File: config.mk
export PLATFORM = sky130hd
export DESIGN_NAME = dtsm_dma
export DESIGN_NICKNAME = d
export VERILOG_FILES = /design/src/design/dtsm_pkg.sv /design/src/design/dtsm_dma.sv /design/src/design/dtsm_fifo.sv
export VERILOG_INCLUDE_DIRS = /design/src /design/src/design
export SDC_FILE = /design/constraint.sdc
export NUM_CORES = 1
export LEC_CHECK = 0
export ABC_AREA = 1
export ABC_CLOCK_PERIOD_IN_PS = 18800
export BUFFER_PORTS_ARGS = -buffer_cell sky130_fd_sc_hd__buf_2
export CAP_MARGIN = 20
export CORE_UTILIZATION = 50
export DETAILED_ROUTE_END_ITERATION = 8
export PLACE_DENSITY = 0.78
export SYNTH_ARGS = -nofsm -noshare
export SYNTH_HDL_FRONTEND = slang
export SYNTH_HIERARCHICAL = 1
export SYNTH_SLANG_ARGS = --single-unit
File: constraint.sdc
create_clock -name i_clk -period 18.8 [get_ports i_clk]
set_clock_uncertainty 0.05 [all_clocks]
set_input_delay 3.76 -clock i_clk [delete_from_list [all_inputs] [get_ports i_clk]]
set_output_delay 3.76 -clock i_clk [all_outputs]
set_load 0.02 [all_outputs]
File: src/design/dtsm_map.svh
// Field positions, source codes, reset values and timing counts of the trigger and transfer-mode logic
`ifndef DTSM_MAP_SVH
`define DTSM_MAP_SVH

// Trigger source select field inside each channel's control word
`define DTSM_SEL_MSB 5
`define DTSM_SEL_LSB 0
`define DTSM_SEL_W 6

// Source codes on the internal interrupt source vector
`define DTSM_SRC_PIN5 6'h06
`define DTSM_SRC_TIMER00 6'h0A
`define DTSM_SRC_DONE0 6'h22
`define DTSM_SRC_DONE3 6'h25
`define DTSM_SRC_SERIAL0_RX 6'h2C
`define DTSM_SRC_CONV0 6'h33
`define DTSM_SRC_LAST 6'h36

// Reset values
`define DTSM_CNT_RST 16'h0000
`define DTSM_CH_RST 2'h0

// CPU bus slot after each unit, in ns, and the cycle count at 100 ns per clock
`define DTSM_CLK_NS 100
`define DTSM_CPU_SLOT_NS 100
`define DTSM_CPU_SLOT_CYC ((`DTSM_CPU_SLOT_NS + `DTSM_CLK_NS - 1) / `DTSM_CLK_NS)

`endif

File: src/design/dtsm_pkg.sv
// Types shared by the trigger and transfer-mode logic
package dtsm_pkg;

    // Sequencer states of the channel engine
    typedef enum logic [1:0] {
        DTSM_IDLE,
        DTSM_XFER,
        DTSM_REL
    } dtsm_state_t;

endpackage : dtsm_pkg

File: src/design/dtsm_dma.sv
// Four-channel interrupt-triggered engine with single and single-step transfer modes
//
// Operation
// [RQ1] Each channel has a six-bit trigger_source_select choosing its starting interrupt source.
// [RQ2] Software writes only assigned source codes; reserved codes give undefined behaviour.
// [RQ3] Selected source starts a transfer regardless of any CPU interrupt mask.
// [RQ4] Software should mask trigger interrupts so the CPU does not service them.
// [RQ5] Single mode releases the bus after every unit moved.
// [RQ6] Single mode: while a request remains, one more unit per round until count ends.
// [RQ7] After release, a pending higher priority channel wins the next transfer.
// [RQ8] Lower request arising within one clock of a unit's end is served next.
// [RQ9] Two simultaneous steady single-mode requests alternate, one unit each.
// [RQ10] Three or more: only the two highest alternate; the rest wait.
// [RQ11] Single-step mode releases the bus per unit; each new request gives one unit.
// [RQ12] Single-step: after release the higher priority request is always granted first; the code still grants a lower request fresh at the unit end first.
// [RQ13] Fixed priority: channel 0 highest, channel 3 lowest.
`timescale 1ns/1ps
`include "dtsm_map.svh"
module dtsm_dma #(
    parameter int NCH = 4,
    parameter int DATA_W = 16,
    parameter int CNT_W = 16,
    parameter int FIFO_DEPTH = 8
) (
    // Clock and reset
    input wire logic i_clk,
    input wire logic i_rst,
    // Interrupt sources from pins and peripherals, indexed by source code
    input wire logic [63:0] i_irq_src,
    // Channel configuration from the control block
    input wire logic [NCH*`DTSM_SEL_W-1:0] i_trigger_source_select,
    input wire logic [NCH-1:0] i_step_mode,
    input wire logic [NCH-1:0] i_cnt_load,
    input wire logic [CNT_W-1:0] i_cnt_value,
    // System bus shared with the CPU
    output logic o_bus_req,
    output logic [1:0] o_bus_ch,
    input wire logic i_bus_done,
    input wire logic [DATA_W-1:0] i_bus_rdata,
    // Data stream out of the buffer
    output logic o_data_valid,
    output logic [DATA_W-1:0] o_data,
    input wire logic i_data_ready,
    // Terminal count pulses, also the channel done interrupts, and per-channel count-not-zero flags
    output logic [NCH-1:0] o_done_irq,
    output logic [NCH-1:0] o_active
);
    // Priority logic is written for exactly four channels
    if (NCH != 4 || CNT_W < 1 || DATA_W < 1) begin : g_bad_param
        $error("dtsm_dma: NCH must be 4");
    end

    // CPU slot length in cycles, also the width of the slot shifter
    localparam int SLOT_W = `DTSM_CPU_SLOT_CYC;

    typedef struct packed {
        dtsm_pkg::dtsm_state_t st;
        logic [63:0] sync1;
        logic [63:0] sync2;
        logic [NCH-1:0] lvl_prev;
        logic [NCH-1:0] pend;
        logic [NCH-1:0] fresh;
        logic [NCH-1:0][CNT_W-1:0] cnt;
        logic [1:0] cur;
        logic [1:0] last;
        logic last_single;
        logic [NCH-1:0] done;
        logic [`DTSM_CPU_SLOT_CYC-1:0] slot;
    } dtsm_st_t;

    dtsm_st_t s_q;
    dtsm_st_t s_d;
    logic [63:0] src_all;
    logic [NCH-1:0] lvl;
    logic [NCH-1:0] rise;
    logic [NCH-1:0] req;
    logic [NCH-1:0] act;
    logic [2:0] p1;
    logic [2:0] p2;
    logic [2:0] pf;
    logic [1:0] pick;
    logic fifo_ready;
    logic push;

    // Lowest index wins: {found, index}
    function automatic logic [2:0] dtsm_first(input logic [3:0] v);
        logic [2:0] r;
        r = 3'h0;
        if (v[0]) begin
            r = 3'h4;
        end else if (v[1]) begin
            r = 3'h5;
        end else if (v[2]) begin
            r = 3'h6;
        end else if (v[3]) begin
            r = 3'h7;
        end
        return r;
    endfunction : dtsm_first

    // Raw sources plus our own done pulses; no mask is applied here [RQ3]
    always_comb begin
        src_all = s_q.sync2;
        src_all[`DTSM_SRC_DONE0 +: NCH] = s_q.sync2[`DTSM_SRC_DONE0 +: NCH] | s_q.done;
    end

    // Per-channel trigger pick, edge and request terms
    for (genvar c = 0; c < NCH; c++) begin : g_ch
        logic [`DTSM_SEL_W-1:0] sel;
        assign sel = i_trigger_source_select[c*`DTSM_SEL_W + `DTSM_SEL_LSB +: `DTSM_SEL_W]; // [RQ1]
        assign lvl[c] = src_all[sel]; // [RQ1]
        assign rise[c] = lvl[c] && !s_q.lvl_prev[c];
        assign act[c] = (s_q.cnt[c] != '0);
        // Single mode keeps asking while the source stays high; single-step needs a new edge
        assign req[c] = act[c] && (s_q.pend[c] || (!i_step_mode[c] && lvl[c])); // [RQ6] [RQ11]
    end

    // Arbitration: fixed order, fresh late requests, top-two alternation
    always_comb begin
        p1 = dtsm_first(req); // [RQ13]
        p2 = dtsm_first(req & ~(4'h1 << p1[1:0]));
        // The channel just served never counts as a late newcomer
        pf = dtsm_first(req & s_q.fresh & ~(4'h1 << s_q.last));
        if (pf[2]) begin
            pick = pf[1:0]; // [RQ8]
        end else if (s_q.last_single && p1[1:0] == s_q.last && p2[2] && !i_step_mode[p1[1:0]]
                     && !i_step_mode[p2[1:0]]) begin
            pick = p2[1:0]; // [RQ9] [RQ10]
        end else begin
            pick = p1[1:0]; // [RQ7] [RQ12]
        end
    end

    assign push = (s_q.st == dtsm_pkg::DTSM_XFER) && i_bus_done;

    // Next state
    always_comb begin
        s_d = s_q;
        // Two flops on every source; only the second is read
        s_d.sync1 = i_irq_src;
        s_d.sync2 = s_q.sync1;
        s_d.lvl_prev = lvl;
        s_d.done = '0;
        s_d.slot = '0;
        // Fresh flags live only for the unit end and the CPU slot after it
        if (s_q.st == dtsm_pkg::DTSM_IDLE) begin
            s_d.fresh = '0;
        end
        case (s_q.st)
            dtsm_pkg::DTSM_IDLE: begin
                // Hold off while the buffer is full so the stream stalls the engine
                if ((req != '0) && fifo_ready) begin
                    s_d.st = dtsm_pkg::DTSM_XFER;
                    s_d.cur = pick;
                    s_d.pend[pick] = 1'b0;
                end else if (req == '0) begin
                    // A quiet engine forgets its pair, so a new burst starts from the top
                    s_d.last_single = 1'b0; // [RQ9]
                end
            end
            dtsm_pkg::DTSM_XFER: begin
                if (i_bus_done) begin
                    s_d.cnt[s_q.cur] = s_q.cnt[s_q.cur] - 1'b1; // [RQ6] [RQ11]
                    if (s_q.cnt[s_q.cur] == CNT_W'(1)) begin
                        s_d.done[s_q.cur] = 1'b1;
                    end
                    s_d.last = s_q.cur;
                    s_d.last_single = !i_step_mode[s_q.cur];
                    s_d.fresh = rise; // [RQ8]
                    s_d.st = dtsm_pkg::DTSM_REL; // [RQ5] [RQ11]
                end
            end
            dtsm_pkg::DTSM_REL: begin
                // Bus is the CPU's for this slot
                s_d.fresh = s_q.fresh | rise; // [RQ8]
                // Ones fill the shifter; the slot ends once the top bit is reached
                s_d.slot = SLOT_W'({s_q.slot, 1'b1});
                if (s_d.slot[SLOT_W-1]) begin
                    s_d.st = dtsm_pkg::DTSM_IDLE;
                end
            end
            default: begin
                s_d.st = dtsm_pkg::DTSM_IDLE;
            end
        endcase
        // New edges set pending, overriding a clear in the same cycle
        s_d.pend = s_d.pend | (rise & act);
        // Loading a count starts the channel afresh
        for (int c = 0; c < NCH; c++) begin
            if (i_cnt_load[c]) begin
                s_d.cnt[c] = i_cnt_value;
                s_d.pend[c] = 1'b0;
            end
        end
    end

    // State register
    always_ff @(posedge i_clk or posedge i_rst) begin
        if (i_rst) begin
            s_q <= '0;
            s_q.st <= dtsm_pkg::DTSM_IDLE;
            s_q.cur <= `DTSM_CH_RST;
            s_q.last <= `DTSM_CH_RST;
            for (int c = 0; c < NCH; c++) begin
                s_q.cnt[c] <= `DTSM_CNT_RST;
            end
        end else begin
            s_q <= s_d;
        end
    end

    // Bus held only through one unit
    assign o_bus_req = (s_q.st == dtsm_pkg::DTSM_XFER); // [RQ5]
    assign o_bus_ch = s_q.cur;
    assign o_done_irq = s_q.done;
    assign o_active = act;

    // Data moved by each unit lands in the buffer
    dtsm_fifo #(
        .WIDTH(DATA_W),
        .DEPTH(FIFO_DEPTH)
    ) u_fifo (
        .i_clk(i_clk),
        .i_rst(i_rst),
        .i_in_valid(push),
        .i_in_data(i_bus_rdata),
        .o_in_ready(fifo_ready),
        .o_out_valid(o_data_valid),
        .o_out_data(o_data),
        .i_out_ready(i_data_ready)
    );

endmodule : dtsm_dma

File: src/design/dtsm_fifo.sv
// Small flip-flop FIFO with valid/ready on both sides
`timescale 1ns/1ps
module dtsm_fifo #(
    parameter int WIDTH = 16,
    parameter int DEPTH = 8
) (
    // Clock and reset
    input wire logic i_clk,
    input wire logic i_rst,
    // Fill side
    input wire logic i_in_valid,
    input wire logic [WIDTH-1:0] i_in_data,
    output logic o_in_ready,
    // Drain side
    output logic o_out_valid,
    output logic [WIDTH-1:0] o_out_data,
    input wire logic i_out_ready
);
    localparam int AW = (DEPTH > 1) ? $clog2(DEPTH) : 1;

    // Depth must be a power of two so the pointers wrap freely
    if (DEPTH < 2 || (DEPTH & (DEPTH - 1)) != 0 || WIDTH < 1) begin : g_bad_param
        $error("dtsm_fifo: DEPTH must be a power of two of at least 2");
    end

    typedef struct packed {
        logic [DEPTH-1:0][WIDTH-1:0] mem;
        logic [AW-1:0] wr;
        logic [AW-1:0] rd;
        logic [AW:0] cnt;
    } dtsm_fifo_st_t;

    dtsm_fifo_st_t s_q;
    dtsm_fifo_st_t s_d;
    logic push;
    logic pop;

    // Honest flags straight from the occupancy count
    assign o_in_ready = (s_q.cnt != (AW+1)'(DEPTH));
    assign o_out_valid = (s_q.cnt != '0);
    assign o_out_data = s_q.mem[s_q.rd];
    assign push = i_in_valid && o_in_ready;
    assign pop = o_out_valid && i_out_ready;

    // Next state of storage and pointers
    always_comb begin
        s_d = s_q;
        if (push) begin
            s_d.mem[s_q.wr] = i_in_data;
            s_d.wr = s_q.wr + 1'b1;
        end
        if (pop) begin
            s_d.rd = s_q.rd + 1'b1;
        end
        case ({push, pop})
            2'b10: s_d.cnt = s_q.cnt + 1'b1;
            2'b01: s_d.cnt = s_q.cnt - 1'b1;
            default: s_d.cnt = s_q.cnt;
        endcase
    end

    // State register
    always_ff @(posedge i_clk or posedge i_rst) begin
        if (i_rst) begin
            s_q <= '0;
        end else begin
            s_q <= s_d;
        end
    end

endmodule : dtsm_fifo

==> flow_summary.json <==
{
  "status": "complete, no violations",
  "cp_max_fo": 66,
  "finalWirelength_mm": 51.5,
  "grt_util_all_layers": 0.287,
  "fillers": 3059,
  "cap_violations": 0,
  "ir_worst_vdd_v": 0.000108,
  "cts_resized": 0,
  "die_w_um": 189,
  "period_needed_ns": 7.09,
  "placedCellCount": 2604,
  "drc_errors": 0,
  "setup.worst_path.start_class": "flip-flop",
  "cts_tree": "built",
  "numClockSinks": 353,
  "finalNonFillerCells": 2678,
  "cp.arrival_ns": 3.28,
  "worstHoldPathType": "flip-flop to flip-flop",
  "hpwl_mm": 33.4,
  "syn_avg_cell_area_um2": 8.33,
  "critPathCaptureType": "output pin",
  "synth-warning-count": 6,
  "grt_pass1_wl_mm": 81.0,
  "antenna_found_initial": 2,
  "std_cell_rows": 68,
  "utilization": 0.564,
  "dpl-instance-area_mm2": 0.0180,
  "dieArea_mm2": 0.0357,
  "cp.required_ns": 14.99,
  "start_util": 0.507,
  "core_area_mm2": 0.0345,
  "drt-initial-drc-count": 1760,
  "cts_max_path_buffers": 3,
  "worstMarginPinSlew_ns": 1.07,
  "synth_seq_area_share": 0.506,
  "overflow": 0,
  "multi_input_comb_area_mm2": 0.00718,
  "synth_cell_types": 49,
  "syn_nets": 2240,
  "timing.fmax_ghz": 0.141,
  "ys_seq_elements": 353,
  "antenna_left": 0,
  "design_area_mm2": 0.0194,
  "post-route-period-util": 0.377,
  "worst_hold_slack_ns": 0.295,
  "power_density_mw_per_mm2": 145,
  "final_hold_viol_count": 0,
  "vias": 15700,
  "cts_root_buf": "clkbuf_16",
  "power.leakage_nw": 9.45,
  "wl_per_cell_um": 19.2,
  "finalSetupViolCount": 0,
  "cts_made_buffers": 39,
  "syn_to_final_growth_pct": 11.2,
  "grt_max_degree": 145,
  "synth_cells": 2098,
  "drtPass1Iterations": 6,
  "die_height_um": 189,
  "syn_area_mm2": 0.0175,
  "final-max-slew-violation-count": 0,
  "grt_pass1_vias": 15000,
  "clkLatencyLatePin_ns": 0.55,
  "fin_nets": 2333,
  "h-tree-depth": 2,
  "relSlewSlack": 0.284,
  "critical_path_class": "flip-flop to output pin",
  "avgViaCountPerCell": 5.87,
  "clkTransAtPathRegs_ns": 0.06,
  "cts_setup_buffers": 0,
  "tns_ns": 0,
  "num_io_pins": 160,
  "seqCellArea_mm2": 0.00884,
  "drive_gt1_frac": 0.132,
  "io_buffers": 159,
  "place.gp.congestion": 1.02,
  "regToRegSetupSlack_ns": 15.42,
  "cts-hold-fix-buffers": 0,
  "rsz0062_at_grt": "false"
}
kinds of logic (layout without fill, tap and decap cells):
family	Yosys count	in the layout	share of synthesized area
adder cells (fa/ha/maj)	10	10	0.00716
flip-flops	353	353	0.506
AND/OR/NAND/NOR	1059	1059	0.262
XOR/XNOR	21	21	0.0105
AO/OA/AOI/OAI	385	385	0.131
buffers and inverters	270	393	0.0837
other	0	2	0
metal layers:
metal  GRT usage  share of wire  up-vias  wire length, um
li1            -              -     7164                -
met1       0.383           0.40     7467            20500
met2       0.449           0.46      884            23700
met3      0.0560          0.094      199             4850
met4       0.142          0.048        0             2450
met5           0              0        -                0
cells in the mapped netlist (all sizes together):
cell,count,area share
clkinv,6,0.0013
buf,89,0.044
and3,1,0.00036
nor2,152,0.034
nor4,14,0.0050
o21bai,2,0.00086
o21ai,250,0.072
a221oi,4,0.0020
nand2,603,0.14
xnor2,2,0.0010
a21boi,6,0.0026
o2111ai,1,0.00050
o41ai,1,0.00050
nand3,270,0.080
nand3b,1,0.00043
a31oi,3,0.0011
ha,10,0.0072
o221ai,64,0.032
and2,2,0.00072
nor3,6,0.0023
xor2,19,0.0095
clkbuf,27,0.0058
a21oi,30,0.0099
dfrtp,353,0.51
o211ai,3,0.0013
inv,147,0.032
nand4,10,0.0036
a22oi,14,0.0060
o21a,7,0.0031
dlygate4sd3,1,0.00057
through the flow:
stage               total power [mW]  setup slack [ns]
floorplan                       1.76              9.11
global placement                1.98             11.87
detailed placement              2.01             11.90
CTS                             2.82             11.73
global route                    2.99             11.53
finish                          2.82             11.71
flip-flops by register name, summed over array words and instances, names as in the netlist:
signal	flops
o_done_irq	4
s_d	64
u_fifo/s_q	138
o_bus_ch	2
s_q	145
layout make-up:
type,count,share of cell area
antenna,2,0.000258
clock buffer,57,0.0599
clock inverter,14,0.0103
inverter,153,0.0307
multi-input combinational,1475,0.369
sequential,353,0.455
tap,455,0.0293
timing repair buffer,169,0.0452
worst paths after layout:
check	cells after the start	endpoint	startpoint
max in group asynchronous	3	s_d[107]$_DFF_PP0_	i_rst
worst max register to register	11	s_q[21]$_DFFE_PP0P_	o_bus_ch[0]$_DFFE_PP0P_
worst max-delay path	8	o_data[13]	u_fifo/s_q[4]$_DFFE_PP0P_
worst min register to register	0	s_q[123]$_DFF_PP0_	s_d[123]$_DFF_PP0_
worst min-delay path	0	s_q[123]$_DFF_PP0_	s_d[123]$_DFF_PP0_
min in group asynchronous	2	s_q[67]$_DFFE_PP0P_	i_rst
critical path: stages (launching register included):
cell and delay [ns]:
dfrtp_2 0.33, buf_4 0.57, inv_1 0.62, buf_4 0.45, o21ai_0 0.24, o21ai_0 0.12, nand2_1 0.07, nand2_1 0.11
buf_2 0.18
layout by cell type, fill, tap and decap left out, types with 8 or more instances in the layout:
| master | synthesis | routed |
|---|---|---|
| nand2_2 | 9 | 9 |
| inv_1 | 133 | 131 |
| a22oi_1 | 14 | 14 |
| buf_4 | 24 | 9 |
| nand3_1 | 262 | 262 |
| clkbuf_8 | 0 | 12 |
| buf_2 | 22 | 159 |
| clkbuf_16 | 0 | 39 |
| o21ai_1 | 118 | 118 |
| nand2_4 | 11 | 11 |
| a21oi_1 | 26 | 26 |
| ha_1 | 10 | 10 |
| o221ai_1 | 64 | 64 |
| nor2_1 | 145 | 145 |
| o21ai_0 | 132 | 132 |
| nor4_1 | 14 | 14 |
| xor2_1 | 19 | 19 |
| nand3_2 | 8 | 8 |
| dfrtp_1 | 353 | 351 |
| nand4_1 | 10 | 10 |
| nand2_1 | 583 | 583 |
| inv_2 | 10 | 10 |
where the power goes:
group | internal [mW] | switching, mW | leakage, nW | total (mW)
clock network | 0.476 | 0.320 | 0.666 | 0.796
registers | 0.938 | 0.128 | 4.34 | 1.07
logic | 0.313 | 0.644 | 4.44 | 0.957
No activity file was read; power rests on OpenSTA's default activity.
